**src/i2cs_pkg.sv**
```systemverilog
/*
 * constants, types and mode decoders for the two-wire slave engine.
 * assumes one 20 MHz clock; the bus lines arrive unsynchronised.
 */
package i2cs_pkg;

   localparam int          CLK_HZ        = 20_000_000;
   localparam int          FIFO_WIDTH    = 8;
   localparam int          FIFO_DEPTH    = 32;

   localparam logic [3:0]  MODE_SLV7     = 4'h6;
   localparam logic [3:0]  MODE_SLV10    = 4'h7;
   localparam logic [3:0]  MODE_FW_MST   = 4'hB;
   localparam logic [3:0]  MODE_SLV7_SP  = 4'hE;
   localparam logic [3:0]  MODE_SLV10_SP = 4'hF;

   localparam logic [7:0]  GC_ADDR       = 8'h00;
   localparam logic [4:0]  TEN_HDR       = 5'h1E;
   localparam logic [7:0]  OWN_ADDR_RST  = 8'h00;
   localparam logic [7:0]  BUF_RST       = 8'h00;
   localparam logic [3:0]  BITS_PER_BYTE = 4'h8;
   localparam logic [3:0]  LAST_TX_FALL  = 4'h7;
   localparam logic [1:0]  PINS_INPUT    = 2'h3;

   typedef enum logic [2:0] {
      ST_IDLE    = 3'h0,
      ST_ADDR    = 3'h1,
      ST_ADDR_AK = 3'h3,
      ST_RX      = 3'h2,
      ST_RX_AK   = 3'h6,
      ST_TX      = 3'h7,
      ST_TX_AK   = 3'h5
   } i2cs_state_e;

   typedef struct packed {
      logic stop_seen;
      logic start_seen;
      logic read_not_write;
      logic data_not_addr;
      logic update_address_flag;
      logic buffer_full_flag;
   } i2cs_status_s;

   function automatic logic i2cs_ten_bit(input logic [3:0] mode);
      return (mode == MODE_SLV10) || (mode == MODE_SLV10_SP);
   endfunction : i2cs_ten_bit

   function automatic logic i2cs_sp_irq(input logic [3:0] mode);
      return (mode == MODE_SLV7_SP) || (mode == MODE_SLV10_SP) || (mode == MODE_FW_MST);
   endfunction : i2cs_sp_irq

   function automatic logic i2cs_is_i2c(input logic [3:0] mode);
      return (mode == MODE_SLV7) || (mode == MODE_SLV10) || i2cs_sp_irq(mode);
   endfunction : i2cs_is_i2c

endpackage : i2cs_pkg

```
**src/i2cs_slave.sv**
```systemverilog
/*
 * two-wire slave engine with its receive-data fifo.
 * assumes scl/sda are open-drain lines resolved outside from the
 * enables; control and status bits are plain ports from software.
 */
`timescale 1ns/10ps

module i2cs_fifo #(
   parameter int WIDTH = 8,
   parameter int DEPTH = 32
) (
   input  wire logic             clk,
   input  wire logic             reset,
   input  wire logic [WIDTH-1:0] in_data,
   input  wire logic             in_valid,
   output logic                  in_ready,
   output logic      [WIDTH-1:0] out_data,
   output logic                  out_valid,
   input  wire logic             out_ready
);
   localparam int AW = $clog2(DEPTH);

   logic [WIDTH-1:0] mem_reg [DEPTH];
   logic [AW:0]      wr_ptr_reg;
   logic [AW:0]      rd_ptr_reg;

   assign in_ready  = !((wr_ptr_reg[AW] != rd_ptr_reg[AW]) &&
                        (wr_ptr_reg[AW-1:0] == rd_ptr_reg[AW-1:0]));
   assign out_valid = (wr_ptr_reg != rd_ptr_reg);
   assign out_data  = mem_reg[rd_ptr_reg[AW-1:0]];

   always_ff @(posedge clk) begin
      if (in_valid && in_ready) begin
         mem_reg[wr_ptr_reg[AW-1:0]] <= in_data;
      end
   end

   always_ff @(posedge clk) begin
      if (reset) begin
         wr_ptr_reg <= '0;
         rd_ptr_reg <= '0;
      end else begin
         if (in_valid && in_ready) begin
            wr_ptr_reg <= wr_ptr_reg + 1'b1;
         end
         if (out_valid && out_ready) begin
            rd_ptr_reg <= rd_ptr_reg + 1'b1;
         end
      end
   end
endmodule : i2cs_fifo

//Contract
// - on match or data byte, acknowledge and copy shift register to buffer.
// - buffer full or overflow set: no acknowledge, no copy, interrupt still set.
// - buffer read clears full flag; overflow stays until software clears it.
// - once enabled wait for start, shift eight bits on rising clock edges.
// - compare shift bits 7..1 with own address at eighth falling edge.
// - address match: load buffer, set full, acknowledge, interrupt at ninth fall.
// - 10-bit header is 11110, then address bits 9 and 8, then write.
// - each 10-bit write address byte sets update flag, holds clock until address rewrite.
// - 10-bit read after repeated start accepts header alone, sets interrupt, full.
// - matched write address clears direction bit and loads address into buffer.
// - interrupt set for every byte; only software clears it.
// - matched read sets direction, acknowledges, holds clock until release bit set.
// - transmitter shifts each data bit out on falling clock edges.
// - transmitter latches master acknowledge on ninth rising edge.
// - master not-acknowledge ends transfer, resets status, waits for next start.
// - with general call enabled, also match the all-zero write address.
// - general call loads buffer, sets full, interrupt at ninth falling edge.
// - 10-bit general call skips update flag and second address byte.
// - start-seen and stop-seen cleared by reset and when port disabled.
// - start, stop and byte events raise interrupt in the interrupt modes.
// - slave-transmitter drives its own data over the input pin state.
// - open-drain drive only when enabled, two-wire mode, pins set as inputs.
// - mode field offers 7-bit and 10-bit slave, with or without start/stop interrupts.
module i2cs_slave
   import i2cs_pkg::*;
#(
   parameter int FIFO_W = FIFO_WIDTH,
   parameter int FIFO_D = FIFO_DEPTH
) (
   input  wire logic        clk,
   input  wire logic        reset,
   input  wire logic        scl_in,
   output logic             scl_out,
   output logic             scl_oe_n,
   input  wire logic        sda_in,
   output logic             sda_out,
   output logic             sda_oe_n,
   input  wire logic        port_enable_bit,
   input  wire logic [3:0]  port_mode_select,
   input  wire logic        general_call_enable,
   input  wire logic [1:0]  port_c_direction,
   input  wire logic        own_address_wr,
   input  wire logic [7:0]  own_address_wdata,
   input  wire logic        buffer_rd,
   input  wire logic        buffer_wr,
   input  wire logic [7:0]  buffer_wdata,
   input  wire logic        clock_release_set,
   input  wire logic        overflow_clear,
   input  wire logic        interrupt_clear,
   output logic [7:0]       rx_tx_buffer,
   output logic [7:0]       own_address_reg,
   output i2cs_status_s     port_status_reg,
   output logic             receive_overflow_flag,
   output logic             port_interrupt_flag,
   output logic             clock_release_bit,
   output logic [FIFO_W-1:0] rx_data,
   output logic             rx_valid,
   input  wire logic        rx_ready
);
   logic [2:0]  scl_sync_reg;
   logic [2:0]  sda_sync_reg;
   i2cs_state_e state_reg;
   logic [3:0]  cnt_reg;
   logic [7:0]  serial_shift_reg;
   logic        ack_drive_reg;
   logic        to_tx_reg;
   logic        expect_low_reg;
   logic        ten_done_reg;
   logic        master_ack_reg;
   logic        fifo_in_ready;
   logic        scl_rise, scl_fall, start_det, stop_det;
   logic        ten, gc_hit, hdr_hit, addr_hit, byte_end, accept, take, refuse;
   logic        ninth_fall, tx_nack_end, read_req, ua_set, pins_ok;
   logic        scl_hold, sda_low;

   // stage 0 is only read by stage 1; edges come from stages 1 and 2
   always_ff @(posedge clk) begin
      if (reset) begin
         scl_sync_reg <= 3'h7;
         sda_sync_reg <= 3'h7;
      end else begin
         scl_sync_reg <= {scl_sync_reg[1:0], scl_in};
         sda_sync_reg <= {sda_sync_reg[1:0], sda_in};
      end
   end

   assign scl_rise  = scl_sync_reg[1] && !scl_sync_reg[2];
   assign scl_fall  = !scl_sync_reg[1] && scl_sync_reg[2];
   assign start_det = scl_sync_reg[1] && scl_sync_reg[2] &&
                      !sda_sync_reg[1] && sda_sync_reg[2];
   assign stop_det  = scl_sync_reg[1] && scl_sync_reg[2] &&
                      sda_sync_reg[1] && !sda_sync_reg[2];

   always_comb begin
      ten     = i2cs_ten_bit(port_mode_select);
      gc_hit  = general_call_enable && (serial_shift_reg == GC_ADDR);
      hdr_hit = (serial_shift_reg[7:3] == TEN_HDR) &&
                (serial_shift_reg[7:1] == own_address_reg[7:1]);
      if (expect_low_reg) begin
         addr_hit = (serial_shift_reg == own_address_reg);
      end else if (ten) begin
         // a read header counts only after a full 10-bit write match
         addr_hit = gc_hit || (hdr_hit && (!serial_shift_reg[0] || ten_done_reg));
      end else begin
         addr_hit = gc_hit || (serial_shift_reg[7:1] == own_address_reg[7:1]);
      end
   end

   assign byte_end    = scl_fall && (cnt_reg == BITS_PER_BYTE) &&
                        ((state_reg == ST_ADDR) || (state_reg == ST_RX));
   assign accept      = byte_end && ((state_reg == ST_RX) || addr_hit);
   assign take        = accept && !port_status_reg.buffer_full_flag &&
                        !receive_overflow_flag;
   assign refuse      = accept && (port_status_reg.buffer_full_flag ||
                        receive_overflow_flag);
   assign ninth_fall  = scl_fall && ((state_reg == ST_ADDR_AK) ||
                        (state_reg == ST_RX_AK) || (state_reg == ST_TX_AK));
   assign tx_nack_end = scl_fall && (state_reg == ST_TX_AK) && !master_ack_reg;
   assign read_req    = take && (state_reg == ST_ADDR) && !expect_low_reg &&
                        serial_shift_reg[0];
   assign ua_set      = take && (state_reg == ST_ADDR) && ten && !gc_hit &&
                        (expect_low_reg || !serial_shift_reg[0]);

   always_ff @(posedge clk) begin
      if (reset || !port_enable_bit) begin
         state_reg        <= ST_IDLE;
         cnt_reg          <= '0;
         serial_shift_reg <= BUF_RST;
         ack_drive_reg    <= 1'b0;
         to_tx_reg        <= 1'b0;
         expect_low_reg   <= 1'b0;
         ten_done_reg     <= 1'b0;
         master_ack_reg   <= 1'b0;
      end else if (stop_det) begin
         state_reg      <= ST_IDLE;
         ack_drive_reg  <= 1'b0;
         expect_low_reg <= 1'b0;
         ten_done_reg   <= 1'b0;
      end else if (start_det) begin
         state_reg     <= ST_ADDR;
         cnt_reg       <= '0;
         ack_drive_reg <= 1'b0;
      end else begin
         case (state_reg)
            ST_ADDR, ST_RX: begin
               if (scl_rise && (cnt_reg != BITS_PER_BYTE)) begin
                  serial_shift_reg <= {serial_shift_reg[6:0], sda_sync_reg[1]};
                  cnt_reg          <= cnt_reg + 4'h1;
               end
               if (byte_end) begin
                  if (accept) begin
                     state_reg     <= (state_reg == ST_ADDR) ? ST_ADDR_AK : ST_RX_AK;
                     ack_drive_reg <= take;
                     to_tx_reg     <= read_req;
                     if (state_reg == ST_ADDR) begin
                        expect_low_reg <= ua_set && !expect_low_reg;
                        ten_done_reg   <= ten_done_reg || (ua_set && expect_low_reg);
                     end
                  end else begin
                     state_reg <= ST_IDLE;
                  end
               end
            end
            ST_ADDR_AK, ST_RX_AK: begin
               if (scl_fall) begin
                  ack_drive_reg <= 1'b0;
                  cnt_reg       <= '0;
                  if (!ack_drive_reg) begin
                     state_reg <= ST_IDLE;
                  end else if (to_tx_reg) begin
                     state_reg <= ST_TX;
                  end else if (expect_low_reg) begin
                     state_reg <= ST_ADDR;
                  end else begin
                     state_reg <= ST_RX;
                  end
               end
            end
            ST_TX: begin
               if (scl_fall) begin
                  serial_shift_reg <= {serial_shift_reg[6:0], 1'b1};
                  cnt_reg          <= cnt_reg + 4'h1;
                  if (cnt_reg == LAST_TX_FALL) begin
                     state_reg <= ST_TX_AK;
                  end
               end else if (buffer_wr) begin
                  serial_shift_reg <= buffer_wdata;
               end
            end
            ST_TX_AK: begin
               if (scl_rise) begin
                  master_ack_reg <= !sda_sync_reg[1];
               end
               if (scl_fall) begin
                  cnt_reg   <= '0;
                  state_reg <= master_ack_reg ? ST_TX : ST_IDLE;
               end
            end
            default: begin
               state_reg <= ST_IDLE;
            end
         endcase
      end
   end

   always_ff @(posedge clk) begin
      if (reset) begin
         rx_tx_buffer <= BUF_RST;
      end else if (take) begin
         rx_tx_buffer <= serial_shift_reg;
      end else if (buffer_wr) begin
         rx_tx_buffer <= buffer_wdata;
      end
   end

   always_ff @(posedge clk) begin
      if (reset) begin
         own_address_reg <= OWN_ADDR_RST;
      end else if (own_address_wr) begin
         own_address_reg <= own_address_wdata;
      end
   end

   // set wins over the software clear in every status, overflow and interrupt flag below
   always_ff @(posedge clk) begin
      if (reset || !port_enable_bit) begin
         port_status_reg.start_seen <= 1'b0;
         port_status_reg.stop_seen  <= 1'b0;
      end else if (start_det) begin
         port_status_reg.start_seen <= 1'b1;
         port_status_reg.stop_seen  <= 1'b0;
      end else if (stop_det) begin
         port_status_reg.start_seen <= 1'b0;
         port_status_reg.stop_seen  <= 1'b1;
      end
   end

   always_ff @(posedge clk) begin
      if (reset || !port_enable_bit) begin
         port_status_reg.buffer_full_flag <= 1'b0;
      end else if (take) begin
         port_status_reg.buffer_full_flag <= 1'b1;
      end else if (buffer_rd || tx_nack_end) begin
         port_status_reg.buffer_full_flag <= 1'b0;
      end
   end

   always_ff @(posedge clk) begin
      if (reset || !port_enable_bit) begin
         port_status_reg.update_address_flag <= 1'b0;
      end else if (ua_set) begin
         port_status_reg.update_address_flag <= 1'b1;
      end else if (own_address_wr || tx_nack_end) begin
         port_status_reg.update_address_flag <= 1'b0;
      end
   end

   always_ff @(posedge clk) begin
      if (reset || !port_enable_bit || tx_nack_end) begin
         port_status_reg.read_not_write <= 1'b0;
         port_status_reg.data_not_addr  <= 1'b0;
      end else if (take) begin
         if (state_reg == ST_ADDR) begin
            port_status_reg.read_not_write <= read_req;
            port_status_reg.data_not_addr  <= 1'b0;
         end else begin
            port_status_reg.data_not_addr <= 1'b1;
         end
      end else if (ninth_fall && (state_reg == ST_TX_AK)) begin
         port_status_reg.data_not_addr <= 1'b1;
      end
   end

   always_ff @(posedge clk) begin
      if (reset || !port_enable_bit) begin
         receive_overflow_flag <= 1'b0;
      end else if (refuse && port_status_reg.buffer_full_flag) begin
         receive_overflow_flag <= 1'b1;
      end else if (overflow_clear) begin
         receive_overflow_flag <= 1'b0;
      end
   end

   always_ff @(posedge clk) begin
      if (reset) begin
         port_interrupt_flag <= 1'b0;
      end else if (ninth_fall || (port_enable_bit && i2cs_sp_irq(port_mode_select) &&
                   (start_det || stop_det))) begin
         port_interrupt_flag <= 1'b1;
      end else if (interrupt_clear) begin
         port_interrupt_flag <= 1'b0;
      end
   end

   // a software release in the same cycle as a hardware hold is kept
   always_ff @(posedge clk) begin
      if (reset) begin
         clock_release_bit <= 1'b1;
      end else if (clock_release_set) begin
         clock_release_bit <= 1'b1;
      end else if (read_req || (scl_fall && (state_reg == ST_TX_AK) && master_ack_reg)) begin
         clock_release_bit <= 1'b0;
      end
   end

   i2cs_fifo #(
      .WIDTH (FIFO_W),
      .DEPTH (FIFO_D)
   ) u_rx_fifo (
      .clk       (clk),
      .reset     (reset),
      .in_data   (serial_shift_reg),
      .in_valid  (take && (state_reg == ST_RX)),
      .in_ready  (fifo_in_ready),
      .out_data  (rx_data),
      .out_valid (rx_valid),
      .out_ready (rx_ready)
   );

   // a full fifo stretches the clock before the next data byte
   always_comb begin
      pins_ok  = port_enable_bit && i2cs_is_i2c(port_mode_select) &&
                 (port_c_direction == PINS_INPUT);
      scl_hold = (cnt_reg == '0) &&
                 ((port_status_reg.update_address_flag &&
                   ((state_reg == ST_ADDR) || (state_reg == ST_RX))) ||
                  ((state_reg == ST_TX) && !clock_release_bit) ||
                  ((state_reg == ST_RX) && !fifo_in_ready));
      sda_low  = (ack_drive_reg && ((state_reg == ST_ADDR_AK) || (state_reg == ST_RX_AK))) ||
                 ((state_reg == ST_TX) && !serial_shift_reg[7]);
   end

   assign scl_out = 1'b0;
   assign sda_out = 1'b0;

   always_ff @(posedge clk) begin
      if (reset) begin
         scl_oe_n <= 1'b1;
         sda_oe_n <= 1'b1;
      end else begin
         scl_oe_n <= !(pins_ok && scl_hold);
         sda_oe_n <= !(pins_ok && sda_low);
      end
   end

   ack_on_take_a: assert property (@(posedge clk) disable iff (reset)
      take |=> ack_drive_reg ##0 (rx_tx_buffer == $past(serial_shift_reg)))
      else $error("accepted byte not acknowledged or not buffered");

   refuse_nack_a: assert property (@(posedge clk) disable iff (reset)
      refuse |=> !ack_drive_reg && $stable(rx_tx_buffer))
      else $error("refused byte was acknowledged or buffered");

   overflow_hold_a: assert property (@(posedge clk) disable iff (reset)
      (receive_overflow_flag && port_enable_bit && !overflow_clear) |=> receive_overflow_flag)
      else $error("overflow flag dropped without software clear");

   read_clear_a: assert property (@(posedge clk) disable iff (reset)
      (buffer_rd && !take) |=> !port_status_reg.buffer_full_flag)
      else $error("buffer read did not clear full flag");

   ninth_irq_a: assert property (@(posedge clk) disable iff (reset)
      ninth_fall |=> port_interrupt_flag)
      else $error("no interrupt at ninth falling edge");

   ua_stretch_a: assert property (@(posedge clk) disable iff (reset)
      (pins_ok && port_status_reg.update_address_flag && (cnt_reg == '0) &&
       (state_reg == ST_RX)) |=> !scl_oe_n)
      else $error("clock not held while address update pending");

   read_dir_a: assert property (@(posedge clk) disable iff (reset)
      (read_req && !clock_release_set) |=> port_status_reg.read_not_write && !clock_release_bit)
      else $error("read request did not set direction and hold clock");

   nack_end_a: assert property (@(posedge clk) disable iff (reset)
      (tx_nack_end && port_enable_bit && !stop_det && !start_det) |=>
         (state_reg == ST_IDLE) && !port_status_reg.read_not_write)
      else $error("master nack did not end transmission");

   disable_clear_a: assert property (@(posedge clk) disable iff (reset)
      !port_enable_bit |=> !port_status_reg.start_seen && !port_status_reg.stop_seen)
      else $error("start or stop flag survived disable");

   start_addr_a: assert property (@(posedge clk) disable iff (reset)
      (start_det && port_enable_bit) |=> (state_reg == ST_ADDR) && (cnt_reg == '0))
      else $error("start did not begin address reception");

endmodule : i2cs_slave

```
**config.mk**
```make
export PLATFORM = sky130hd
export DESIGN_NAME = i2cs_slave
export DESIGN_NICKNAME = d
export VERILOG_FILES = /design/src/i2cs_pkg.sv /design/src/i2cs_slave.sv
export SDC_FILE = /design/constraint.sdc
export NUM_CORES = 1
export LEC_CHECK = 0
export ABC_AREA = 1
export BUFFER_PORTS_ARGS = -buffer_cell sky130_fd_sc_hd__clkbuf_2
export CAP_MARGIN = 40
export CORE_ASPECT_RATIO = 0.8
export CORE_UTILIZATION = 38
export CTS_BUF_LIST = sky130_fd_sc_hd__clkbuf_2
export DETAILED_ROUTE_END_ITERATION = 6
export GPL_TIMING_DRIVEN = 0
export PLACE_DENSITY = 0.64
export SLEW_MARGIN = 20
export SYNTH_ARGS = -nofsm -noshare
export SYNTH_HDL_FRONTEND = slang
export SYNTH_HIERARCHICAL = 1
export SYNTH_SLANG_ARGS = --single-unit
```
**constraint.sdc**
```tcl
create_clock -name clk -period 3.6 [get_ports clk]
set_clock_uncertainty 0.15 [all_clocks]
set_input_delay 0.18 -clock clk [delete_from_list [all_inputs] [get_ports clk]]
set_output_delay 0.18 -clock clk [all_outputs]
set_load 0.05 [all_outputs]
```
[Word level (Yosys, flattened, before mapping)]
Memories as Yosys holds them, arrays and structs flattened. A register that Yosys moved wholly into a read port is not among the register bits.
Index checks and enable logic that the tools add are counted.
Cells by class
  reductions and logical operators: 116
  add/sub/neg operators: 3
  bitwise gates (word level): 2
  multiplexer cells: 46
  equal/unequal tests: 36
Operator list (count)
  logical AND 1 bit: 47
  two-way mux 8 bit: 4
  two-way mux 3 bit: 10
  AND reduction 5 bit: 6
  logical OR 1 bit: 25
  two-way mux 1 bit: 21
  inequality test 3 bit, second input constant: 7
  nonzero test 2 bit: 9
  == test 4 bit, second input constant: 4
  zero test 1 bit: 16
  two-way mux 4 bit: 4
  one-hot mux 8 bit (2 select lines): 1
  inequality test 2 bit, second input constant: 7
  adder 6 x 1 -> 6 bit, second input constant: 2
  == test 4 x 3 -> 1 bit, second input constant: 3
  one-hot mux 3 bit (4 select lines): 1
  one-hot mux 4 bit (3 select lines): 1
  two-way mux 5 bit: 2
  OR reduction 2 bit: 5
  == test 3 bit, second input constant: 3
  == test 8 bit: 1
  zero test 8 bit: 1
  AND reduction 4 bit: 2
  == test 7 bit: 1
  other kinds (17): 20
Storage, ports and cells
  memory bits (writable): 256
  memories kept: 1
  logic and storage cells: 230
  output and inout port bits: 38
  flip-flop bits (word level): 65
Memory list
  u_rx_fifo.mem_reg: words 32, bits a word 8, read ports 1, clocked after memory_dff 1, write ports 1, line i2cs_slave.sv:23  | logic [WIDTH-1:0] mem_reg [DEPTH];

[Logic depth before layout (Yosys ltp)]
Gate-level depths: netlist of the first run.
  word-level depth: 16
  mapped depth: 16
  gate-level depth less buffers: 16

[Hierarchy]
The synthesis of the first run kept the hierarchy.
Modules (own cells, without submodules)
  i2cs_fifo: area an instance 11407.2 µm², seq. area each 8027.7 µm², cells an instance 1015, times used 1
  i2cs_slave: area an instance 2827.7 µm², seq. area each 1061.0 µm², cells an instance 389, times used 1

[Worst setup path before layout of the first run]
OpenSTA, ideal clock, no wires.
  path kind: flip-flop to flip-flop
  from: register serial_shift_reg[3]
  to: memory u_rx_fifo.mem_reg[16][0], enable pin
  arrival time: 2934 ps
  slack: 132 ps
  stages on the path, launching flop included: 14
  library setup time: 383 ps
  path through: dfxtp_1 buf_6 xnor2_2 nand2_1 nor2_1 nand2_1 nand2_1 nand3_1 nand2_2 nand2_4 nor3_1 nand2_4 buf_6 nor3_1
Between the ends
  cells in the longest elaborated chain, start to end: 14
  elaborated cells between the ends (all ways): 19
  those cells by class: 3 x eq/ne; 4 x mux; 12 x reduce/logical
RTL lines
  start: declaration: line i2cs_slave.sv:117  | logic [7:0] serial_shift_reg;
  start signal: assignment: line i2cs_slave.sv:200  | serial_shift_reg <= {serial_shift_reg[6:0], sda_sync_reg[1]};
  start signal: assignment: line i2cs_slave.sv:234  | serial_shift_reg <= {serial_shift_reg[6:0], 1'b1};
  start signal: assignment: line i2cs_slave.sv:240  | serial_shift_reg <= buffer_wdata;
  == test 7 bit / == test 5 bit (equally long branches): line i2cs_slave.sv:151, i2cs_slave.sv:158, i2cs_slave.sv:150
  logical AND 1 bit: line i2cs_slave.sv:150  | hdr_hit = (serial_shift_reg[7:3] == TEN_HDR) &&
  logical AND 1 bit: line i2cs_slave.sv:156  | addr_hit = gc_hit || (hdr_hit && (!serial_shift_reg[0] || ten_done_reg));
  logical OR 1 bit: line i2cs_slave.sv:156
  two-way mux 1 bit: line i2cs_slave.sv:154  | end else if (ten) begin
  two-way mux 1 bit (*): line i2cs_slave.sv:152  | if (expect_low_reg) begin
  logical OR 1 bit (*): line i2cs_slave.sv:164  | assign accept = byte_end && ((state_reg == ST_RX) || addr_hit);
  logical AND 1 bit (*): line i2cs_slave.sv:164
  logical AND 1 bit (*) (2 in a row): line i2cs_slave.sv:165  | assign take = accept && !port_status_reg.buffer_full_flag &&
  logical AND 1 bit (*): line i2cs_slave.sv:366  | .in_valid (take && (state_reg == ST_RX)),
  logical AND 1 bit (*): line i2cs_slave.sv:33  | if (in_valid && in_ready) begin
  two-way mux 1 bit (*): line i2cs_slave.sv:33
  two-way mux 1 bit (not written as such) (*): line i2cs_slave.sv:34  | mem_reg[wr_ptr_reg[AW-1:0]] <= in_data;
  end: declaration: line i2cs_slave.sv:23
Every way passes the cells marked *; elsewhere a longest branch is shown, timed or not.

==> flow_summary.ini, run 1 <==
[run_status]
outcome = complete, no violations

[global_route]
antenna_found_initial = 2
grt_overflow_total = 0
wire_length_of_the_first_global_routing_pass_um = 61620
grt_use_met3_pct = 6.005
grt.total_usage_pct = 21.40
grt_busiest_layer = met2
first_global_vias = 10960
grt_use_met1_pct = 30.57
grt_max_degree = 38
grt_util_met2_pct = 31.26

[synth]
synth-xor-area-share_pct = 0.6065
synthSimpleGateAreaFrac_pct = 25.05
complex_gate_fraction_of_the_synthesized_area_pct = 4.351
synth_seq_cells = 326
most_repeated_cell_in_the_gate_level_netlist_after_synthesis = sky130_fd_sc_hd__nand2_1
mappedNetlistArea_um2 = 14230
synth_adder_area_share_pct = 0.6153
synth.area.mux_share_pct = 0.6329
ys_top_cells_by_area = sky130_fd_sc_hd__edfxtp_1, sky130_fd_sc_hd__nand2_1, sky130_fd_sc_hd__dfxtp_1, sky130_fd_sc_hd__nand3_1, sky130_fd_sc_hd__nor2_1
post_synth_num_cell_types = 52
netlist.area_leader.share_pct = 54.00
synth_edf_count = 256
ys_top_cells_by_count = sky130_fd_sc_hd__nand2_1, sky130_fd_sc_hd__edfxtp_1, sky130_fd_sc_hd__nand3_1, sky130_fd_sc_hd__dfxtp_1, sky130_fd_sc_hd__nor2_1
synth_warnings = 6
synthFlopType = sky130_fd_sc_hd__edfxtp_1
yosysSeqAreaShare_pct = 63.85
cells_after_synthesis = 1404
largest_family_of_logic_cells_by_synthesized_area = simple AND/OR/NAND/NOR gates
average_cell_area_after_synthesis_um2 = 10.14
async_reset_ff_share_pct = 0
synth_largest_area_cell = sky130_fd_sc_hd__edfxtp_1

[worst_setup_path]
worstSetupEndpointType = output port
cp.required_ps = 3270
r2r_end = u_rx_fifo/mem_reg[10][4]
startpoint_type = flip-flop
worst_endpoint_data_arrival_time_ps = 3170
critical_path_peak_fanout = 10
criticalPathCategory = flip-flop to output port
setup_slack_of_the_worst_register_to_register_path_ps = 180
worst-r2r-cell-count = 15
reg2reg_from = serial_shift_reg[1]

[floorplanning]
rows = 63
fp.dieH_um = 175.1
io_pins = 73
die-width_um = 218.4
fp.dieArea_um2 = 38240
initial_utilization_pct = 38.50
design.core.area_um2 = 36970

[timing]
grt_setup_unrepaired = true
drv_slew = 0
final-setup-viol-count = 0
report.final.hold_viol_count = 0
layout_min_cycle_time_ps = 3497
final.period_utilization_pct = 97.13
finalHoldWorstSlack_ps = 106.7
postLayoutSetupSlackWorst_ps = 103.4
tightest_slew_ps = 814.9
achievable_freq_ghz = 0.2860
maxSlewHeadroom_pct = 45.38

[cells_and_area]
largest_register_ff_count = 256
final-instance-count-excl-fill = 2206
drive_above_1_share_pct = 21.20
area_delta_synth_final_pct = 20.58
final_std_cell_area_no_fill_um2 = 17160
layout.nets = 1703

[cts]
tritoncts_num_sinks = 326
tritoncts.num_buffers = 78
clk_pin_slew_worst_paths_ps = 100
max-clock-path-buffers = 3
cts_h_tree_depth = 3
tritoncts = built
cts.root.buffer_cell = sky130_fd_sc_hd__clkbuf_2
clock_network_latency_to_the_later_pin_of_the_worst_skew_pair_ps = 950

[run]
drv.max_cap_violation_count = 0

[min_path]
min_delay_startpoint = buffer_wdata[0]
holdPathStages = 5
hp-class = input pin to flip-flop
min_delay_worst_endpoint = rx_tx_buffer[0]

[detailed_routing]
routed_wl_um = 40940
vias = 11510
post-route-drc-count = 0
initialDrtViolationCount = 1264
route.detailed.wl_per_inst_um = 18.56
final_antenna_net_count = 0
drt-vias-per-instance = 5.219
drt_first_pass_iters = 5

[place]
gp_congestion = 0.8946
dp.cells = 1974
place_worst_setup_slack_ps = -357.0
placement.io_buffers = 69
dpl_cell_area_um2 = 15430
dp.final_hpwl_um = 26260

[power_and_ir_drop]
power_per_cell_area_nw_per_um2 = 389.6
report.power.total_w = 0.006687
max-vdd-ir-drop_uv = 170.2
power_leakage_nw = 7.030
[cell usage in the layout, fill, tap and decap left out, types with 4 or more instances in the layout]
cell type                       Yosys  layout
sky130_fd_sc_hd__a21oi_1           38      38
sky130_fd_sc_hd__a31oi_1            6       6
sky130_fd_sc_hd__and2_1             9       9
sky130_fd_sc_hd__buf_1              9       9
sky130_fd_sc_hd__buf_2             37      43
sky130_fd_sc_hd__buf_4              5       8
sky130_fd_sc_hd__buf_6              9       9
sky130_fd_sc_hd__clkbuf_1          10       8
sky130_fd_sc_hd__clkbuf_2           0     184
sky130_fd_sc_hd__clkinv_1           3      19
sky130_fd_sc_hd__dfxtp_1           70      62
sky130_fd_sc_hd__dfxtp_2            0       4
sky130_fd_sc_hd__dfxtp_4            0       4
sky130_fd_sc_hd__dlygate4sd3_1      0      92
sky130_fd_sc_hd__edfxtp_1         256     256
sky130_fd_sc_hd__ha_1               7       7
sky130_fd_sc_hd__inv_1             53      53
sky130_fd_sc_hd__inv_2             16      19
sky130_fd_sc_hd__mux2_2             8       8
sky130_fd_sc_hd__nand2_1          431     430
sky130_fd_sc_hd__nand2_2            7       8
sky130_fd_sc_hd__nand3_1          234     234
sky130_fd_sc_hd__nand3_2            4       4
sky130_fd_sc_hd__nand4_1            5       5
sky130_fd_sc_hd__nor2_1            65      57
sky130_fd_sc_hd__nor2_4             3      11
sky130_fd_sc_hd__nor3_1            30      10
sky130_fd_sc_hd__nor3_2             2      20
sky130_fd_sc_hd__o21ai_0           34      34
sky130_fd_sc_hd__o21ai_1            5       5
sky130_fd_sc_hd__or2_2              4       4
sky130_fd_sc_hd__xor2_1             5       5
[worst max-delay path by stage]
| stage | startpoint | endpoint | depth (start not counted) |
|---|---|---|---|
| after CTS | flip-flop | rx_data[6] | 9 |
| after global placement | serial_shift_reg[4] | u_rx_fifo/mem_reg[16][7] | 11 |
| after detailed placement | serial_shift_reg[3] | u_rx_fifo/mem_reg[19][2] | 15 |
| after floorplan | serial_shift_reg[3] | u_rx_fifo/mem_reg[16][0] | 13 |
| after global routing | flip-flop | rx_data[0] | 9 |
| final | flip-flop | rx_data[0] | 9 |
[logic make-up (layout without fill, tap and decap cells)]
logic type | Yosys count | count (layout)
AO/OA/AOI/OAI | 103 | 103
XOR/XNOR | 9 | 9
adder cells (fa/ha/maj) | 7 | 7
buffers and inverters | 146 | 458
flip-flops | 326 | 326
multiplexers | 8 | 8
other | 1 | 4
AND/OR/NAND/NOR | 804 | 804
[cell type report]
class	count	area, um2
sequential	326	9109
tap	487	609.3
clock inverter	22	111.4
inverter	76	297.8
buffer	70	405.4
multi-input combinational	933	4632
fill	3432	19810
clock buffer	114	570.5
timing repair buffer	176	1424
antenna	2	5.005
[critical path, cell delays in order, from the launching register on]
cell                       delay (ps)
sky130_fd_sc_hd__dfxtp_1          340
sky130_fd_sc_hd__inv_2            210
sky130_fd_sc_hd__clkbuf_1         490
sky130_fd_sc_hd__nand3_1          210
sky130_fd_sc_hd__nand3_1          280
sky130_fd_sc_hd__nand2_1           90
sky130_fd_sc_hd__nand2_1           60
sky130_fd_sc_hd__nand3_1          120
sky130_fd_sc_hd__and2_1           210
sky130_fd_sc_hd__buf_2            220
[per-layer routing]
layer	vias to the layer above	wire, um	part of all wire (%)
met2	510	17870	44
met1	5556	18380	45
met5	-	0	0
li1	5370	-	-
met4	0	821	2.0
met3	77	3856	9.4
[per-stage QoR]
| step | util [%] | setup TNS [ps] |
|---|---|---|
| floorplan | - | 0 |
| global placement | 41.10 | -340840 |
| detailed placement | 41.73 | -22150 |
| global route | 46.43 | -22.62 |
| finish | 46.43 | 0 |
| CTS | 46.26 | 0 |
[where the power goes]
group / switching [W] / internal (W) / total, W
clock network: 0.00148 / 0.000912 / 0.00239
logic: 0.000146 / 0.000117 / 0.000262
registers: 0.0000178 / 0.00402 / 0.00403
[repair_timing]
action | in CTS | in global routing
hold buffers | 92 | 0
endpoints found under the hold margin | 66 | 0
setup endpoints to repair | 132 | 29
buffers inserted | 0 | 0
gates resized for setup | 21 | 14
gates cloned | 0 | 0
Note: power is estimated with default switching activity, not from simulation.
==> run 2, diff against run 1 <==
- RECOVER_POWER: default -> 100
==> flow_summary.ini, run 2 (synthesized netlist as in run 1, its figures left out) <==
[detailed_routing]
met2WireLength_um = 17700
initialDrtViolationCount = 1305
routed_wl_um = 40960
route.detailed.wl_per_inst_um = 18.57
post-route-drc-count = 0
drt-vias-per-instance = 5.259
routedLengthMet1_um = 18280
routed.top_layer = met4
final_antenna_net_count = 0
drt_first_pass_iters = 6
vias = 11600
met3WireLength_um = 4107

[cts]
tritoncts = built
tritoncts_num_sinks = 326
clock_network_latency_to_the_later_pin_of_the_worst_skew_pair_ps = 950
clk_pin_slew_worst_paths_ps = 110
cts.repair_timing.setup_buffer_count = 0
max-clock-path-buffers = 3
tritoncts.num_buffers = 78
cts_h_tree_depth = 3
cts.root.buffer_cell = sky130_fd_sc_hd__clkbuf_2

[worst_setup_path]
timing.critical_path.slowest_stage_cell = sky130_fd_sc_hd__clkbuf_1
cpMostUsedCell = sky130_fd_sc_hd__nand3_1
critical_path_peak_fanout = 10
criticalPathCategory = flip-flop to output port
setup_slack_of_the_worst_register_to_register_path_ps = 160
cp.required_ps = 3270
timing.critical_path.slowest_cell_delay_ps = 460
worstSetupEndpointType = output port
startpoint_type = flip-flop
worst_endpoint_data_arrival_time_ps = 3120
crit_chain = inv_2 > clkbuf_1 > nand3_1 > nand3_1 > nand2_1 > nand2_1 > nand3_1 > and2_1 > buf_2

[timing]
grt_setup_unrepaired = true
final.period_utilization_pct = 95.96
setup_tns_ps = 0
report.final.hold_viol_count = 0
achievable_freq_ghz = 0.2895
maxSlewHeadroom_pct = -18.56
final-setup-viol-count = 0
layout_min_cycle_time_ps = 3455
tightest_slew_ps = 1778
drv_slew = 64

[cells_and_area]
fill_cells = 3470
register_area_um2 = 9106
commonest_cells_after_routing_fill_and_taps_aside = sky130_fd_sc_hd__nand2_1, sky130_fd_sc_hd__edfxtp_1, sky130_fd_sc_hd__nand3_1
area_taken_by_multi_input_logic_gates_um2 = 4556
drive_above_1_share_pct = 18.87
layout.cells.most_common = sky130_fd_sc_hd__nand2_1
final_std_cell_area_no_fill_um2 = 17020
largest_register_ff_count = 256
finalCoreUtilization_pct = 46.04
layout.nets = 1703
area_delta_synth_final_pct = 19.56

[floorplanning]
die-width_um = 218.4
design.core.area_um2 = 36970
io_pins = 73
rows = 63
fp.dieH_um = 175.1
initial_utilization_pct = 38.50
fp.dieArea_um2 = 38240

[global_route]
antenna_found_initial = 2
grt_max_degree = 38
grt.total_usage_pct = 21.40
wire_length_of_the_first_global_routing_pass_um = 61620
grt_overflow_total = 0
first_global_vias = 10960

[run]
drv.max_cap_violation_count = 2

[min_path]
hp-class = input pin to flip-flop

[place]
dp.final_hpwl_um = 26260
placement.io_buffers = 69
gp_congestion = 0.8946
dpl_cell_area_um2 = 15430

[power_and_ir_drop]
power_per_cell_area_nw_per_um2 = 392.9
power_leakage_nw = 6.871
report.power.total_w = 0.006687
max-vdd-ir-drop_uv = 169.4

[run_status]
outcome = complete, but fails checks
violations = max-capacitance violations, max-slew violations
==> run 2: repair_timing <==
| action | CTS | global route |
|---|---|---|
| hold endpoints to repair | 66 | 0 |
| endpoints found under the setup margin | 132 | 29 |
| resized for setup | 21 | 14 |
| hold buffers | 92 | 0 |
==> run 2: where the power goes <==
group	internal, W	switching (W)	total [W]
Sequential	0.00402	0.0000178	0.00403
Clock	0.000912	0.00148	0.00240
Combinational	0.000112	0.000145	0.000257
Total	0.00504	0.00165	0.00669
==> run 2: final cells by class <==
type                            count  share of cell area, %
Sequential cell                   326                  53.51
Multi-Input combinational cell    933                  26.77
Timing Repair Buffer              176                  7.977
Tap cell                          487                  3.580
Clock buffer                      114                  3.352
Buffer                             70                  2.382
Inverter                           76                  1.750
Clock inverter                     22                 0.6543
Antenna cell                        2                0.02941
==> run 2: path summary, 6_finish.rpt <==
| path | start | end | cells past startpoint |
|---|---|---|---|
| worst min-delay path | buffer_wdata[0] | rx_tx_buffer[0] | 5 |
| worst max register to register | serial_shift_reg[1] | u_rx_fifo/mem_reg[10][4] | 15 |
| worst min register to register | scl_sync_reg[0] | scl_sync_reg[1] | 1 |
| worst max-delay path | flip-flop | rx_data[0] | 9 |
==> run 2: metrics by stage <==
stage                     std cells  worst slack [ps]  hold WS (ps)
after detailed placement       1974            -357.0         218.6
after CTS                      2202             58.82         9.427
after floorplan                1405             132.2         99.07
after global placement         1961             -1527         213.0
after global routing           2206            -22.62         47.05
final                          2206             145.3         89.07
==> run 2: critical path: cells and delay by family (launching register included) <==
kind	cells	cell delay (ps)
buffers and inverters	3	860
flip-flops	1	340
AND/OR/NAND/NOR	6	960
==> run 2: layer usage <==
layer | vias up | track usage (%)
li1 | 5367 | -
met1 | 5565 | 30.57
met2 | 579 | 31.26
met3 | 90 | 6.005
met4 | 0 | 6.643
met5 | - | 0
==> run 3, diff against run 2 <==
- ABC_AREA: 1 -> 0
==> flow_summary.ini, run 3 <==
[synth]
mappedNetlistArea_um2 = 13650
complex_gate_fraction_of_the_synthesized_area_pct = 4.600
synth_warnings = 6
post_synth_num_cell_types = 70
largest_family_of_logic_cells_by_synthesized_area = multiplexers
netlist.area_leader.share_pct = 56.30
average_cell_area_after_synthesis_um2 = 15.93
async_reset_ff_share_pct = 0
synth.area.mux_share_pct = 16.23
most_repeated_cell_in_the_gate_level_netlist_after_synthesis = sky130_fd_sc_hd__edfxtp_1
synth_seq_cells = 326
synthFlopType = sky130_fd_sc_hd__edfxtp_1
ys_top_cells_by_area = sky130_fd_sc_hd__edfxtp_1, sky130_fd_sc_hd__mux4_2, sky130_fd_sc_hd__dfxtp_1, sky130_fd_sc_hd__nor2_1, sky130_fd_sc_hd__mux2i_1
synth-xor-area-share_pct = 1.604
synthSimpleGateAreaFrac_pct = 8.065
yosysSeqAreaShare_pct = 66.57
cells_after_synthesis = 857
synth_edf_count = 256
synth_adder_area_share_pct = 0.6415
synth_largest_area_cell = sky130_fd_sc_hd__edfxtp_1
ys_top_cells_by_count = sky130_fd_sc_hd__edfxtp_1, sky130_fd_sc_hd__nor2_1, sky130_fd_sc_hd__mux4_2, sky130_fd_sc_hd__dfxtp_1, sky130_fd_sc_hd__nand2_1

[global_route]
grt.total_usage_pct = 18.23
wire_length_of_the_first_global_routing_pass_um = 49870
grt_overflow_total = 0
first_global_vias = 8601
grt_max_degree = 34
antenna_found_initial = 2

[worst_setup_path]
worst-r2r-cell-count = 10
worst-path-buf-inv = 3
r2r_end = u_rx_fifo/mem_reg[15][5]
timing.critical_path.slowest_cell_delay_ps = 560
worstSetupEndpointType = output port
worst_endpoint_data_arrival_time_ps = 3180
setup_slack_of_the_worst_register_to_register_path_ps = 160
cp.required_ps = 3270
critical_path_peak_fanout = 10
startpoint_type = flip-flop
criticalPathCategory = flip-flop to output port
critPathTopFamily = multiplexers
crit_chain = buf_12 > buf_12 > mux4_2 > mux4_2 > mux2_4 > buf_8
timing.critical_path.slowest_stage_cell = sky130_fd_sc_hd__mux4_2
reg2reg_from = state_reg[2]

[timing]
final.period_utilization_pct = 97.51
grt_setup_unrepaired = true
achievable_freq_ghz = 0.2849
drv_slew = 0
layout_min_cycle_time_ps = 3510
report.final.hold_viol_count = 0
maxSlewHeadroom_pct = 26.65
postLayoutSetupSlackWorst_ps = 89.69
final-setup-viol-count = 0
tightest_slew_ps = 1100

[cts]
clk_pin_slew_worst_paths_ps = 100
max-clock-path-buffers = 3
cts.root.buffer_cell = sky130_fd_sc_hd__clkbuf_2
tritoncts = built
clock_network_latency_to_the_later_pin_of_the_worst_skew_pair_ps = 930
tritoncts_num_sinks = 326
cts_h_tree_depth = 3
tritoncts.num_buffers = 79

[run]
drv.max_cap_violation_count = 0

[cells_and_area]
finalCoreUtilization_pct = 47.22
area_delta_synth_final_pct = 21.15
largest_register_ff_count = 256
drive_above_1_share_pct = 30.15
commonest_cells_after_routing_fill_and_taps_aside = sky130_fd_sc_hd__edfxtp_1, sky130_fd_sc_hd__clkbuf_2, sky130_fd_sc_hd__dlygate4sd3_1
layout.cells.most_common = sky130_fd_sc_hd__edfxtp_1
layout.nets = 1137
final_std_cell_area_no_fill_um2 = 16540

[floorplanning]
initial_utilization_pct = 38.97
die-width_um = 213.9
fp.dieH_um = 171.5
fp.dieArea_um2 = 36700
design.core.area_um2 = 35030
io_pins = 73
rows = 61

[detailed_routing]
drt-vias-per-instance = 5.261
drt_first_pass_iters = 7
initialDrtViolationCount = 718
final_antenna_net_count = 0
post-route-drc-count = 0
routed_wl_um = 32930
route.detailed.wl_per_inst_um = 20.24
vias = 8560

[place]
placement.io_buffers = 68
gp_congestion = 0.9007
dpl_cell_area_um2 = 14690
dp.final_hpwl_um = 20930
place_worst_setup_slack_ps = -569.8

[power_and_ir_drop]
power_per_cell_area_nw_per_um2 = 405.8
power_frac_seq_pct = 59.9
power.net_switching_w = 0.001607
internal_power_w = 0.005106
max-vdd-ir-drop_uv = 230.4
switching_share_pct = 23.94
power_leakage_nw = 6.246
clock_power_share_pct = 36.4
power.combinational.fraction_pct = 3.7

[min_path]
hp-class = input pin to flip-flop
holdPathStages = 6
min_delay_startpoint = rx_ready

[run_status]
outcome = complete, no violations
[run 3: cell types whose count changed in the layout (fill, tap and decap cells not counted), moves of 20 or more]
cell / delta
sky130_fd_sc_hd__nand2_1: -383
sky130_fd_sc_hd__nand3_1: -219
sky130_fd_sc_hd__mux4_2: +80
sky130_fd_sc_hd__inv_1: -44
sky130_fd_sc_hd__buf_2: -31
sky130_fd_sc_hd__mux2i_1: +29
sky130_fd_sc_hd__nor3_2: -20
sky130_fd_sc_hd__o21ai_0: -20
[run 3: cell type report]
cell class / count / area (um2)
Tap cell: 472 / 590.6
Clock inverter: 24 / 157.7
Timing Repair Buffer: 159 / 1260
Multi-Input combinational cell: 469 / 4474
Sequential cell: 326 / 9104
Fill cell: 3040 / 18490
Buffer: 50 / 341.6
Inverter: 10 / 37.54
Antenna cell: 4 / 10.01
Clock buffer: 113 / 565.5
[run 3: routing by layer]
metal | GRT usage (%) | vias up | routed length, um
met4 | 6.287 | 0 | 677
met2 | 28.32 | 342 | 15030
met5 | 0 | - | 0
li1 | - | 3850 | -
met3 | 5.181 | 60 | 2666
met1 | 24.57 | 4308 | 14560
[run 3: cells by family after synthesis]
family,after synthesis
adders and majority gates,7
buffers and inverters,63
muxes,120
DFF,326
other,1
xor gates and xnor gates,25
AOI/OAI and AO/OA,86
and+or+nand+nor,229
[run 3: worst register-to-register path: stages (launching register included)]
cell and delay, ps:
sky130_fd_sc_hd__dfxtp_1 300, sky130_fd_sc_hd__buf_2 170, sky130_fd_sc_hd__clkbuf_1 240, sky130_fd_sc_hd__nor2_1 210, sky130_fd_sc_hd__nand2_1 300, sky130_fd_sc_hd__clkbuf_1 390, sky130_fd_sc_hd__nor2_1 230, sky130_fd_sc_hd__nand2_1 70
sky130_fd_sc_hd__a21o_1 360, sky130_fd_sc_hd__or2_2 400, sky130_fd_sc_hd__inv_1 280
[run 3: repair_timing]
| item | in CTS | in global routing |
|---|---|---|
| hold endpoints to repair | 62 | 1 |
| pin swaps | 0 | 1 |
| endpoints found under the setup margin | 224 | 265 |
| resized for setup | 88 | 31 |
| setup buffers | 2 | 3 |
| hold buffers | 80 | 1 |
[run 3: power groups by stage]
stage                     Combinational, W  Sequential (W)  Clock (W)
after floorplan                  0.0000881         0.00414          0
after global placement            0.000183         0.00411          0
after detailed placement          0.000185         0.00411          0
after CTS                         0.000248         0.00402    0.00253
after global routing              0.000267         0.00402    0.00272
final                             0.000251         0.00402    0.00244
[run 3: worst max path at each step]
stage	from	endpoint	cells after the start
CTS	scl_sync_reg[2]	u_rx_fifo/mem_reg[2][4]	8
floorplan	scl_sync_reg[2]	u_rx_fifo/mem_reg[29][0]	8
global placement	scl_sync_reg[2]	u_rx_fifo/mem_reg[2][1]	8
detailed placement	scl_sync_reg[2]	u_rx_fifo/mem_reg[6][1]	8
finish	flip-flop	rx_data[1]	6
global route	flip-flop	rx_data[6]	6
[run 3: metrics by stage]
step / TNS [ps] / std cells / hold WS (ps) / power [W]
2_1_floorplan: 0 / 858 / 98.86 / 0.004233
3_3_place_gp: -94110 / 1398 / 215.5 / 0.004292
3_5_place_dp: -92870 / 1403 / 216.7 / 0.004294
4_1_cts: -7466 / 1620 / 28.15 / 0.006797
5_1_grt: -495.2 / 1627 / 115.4 / 0.007008
6_report: 0 / 1627 / 153.3 / 0.006713
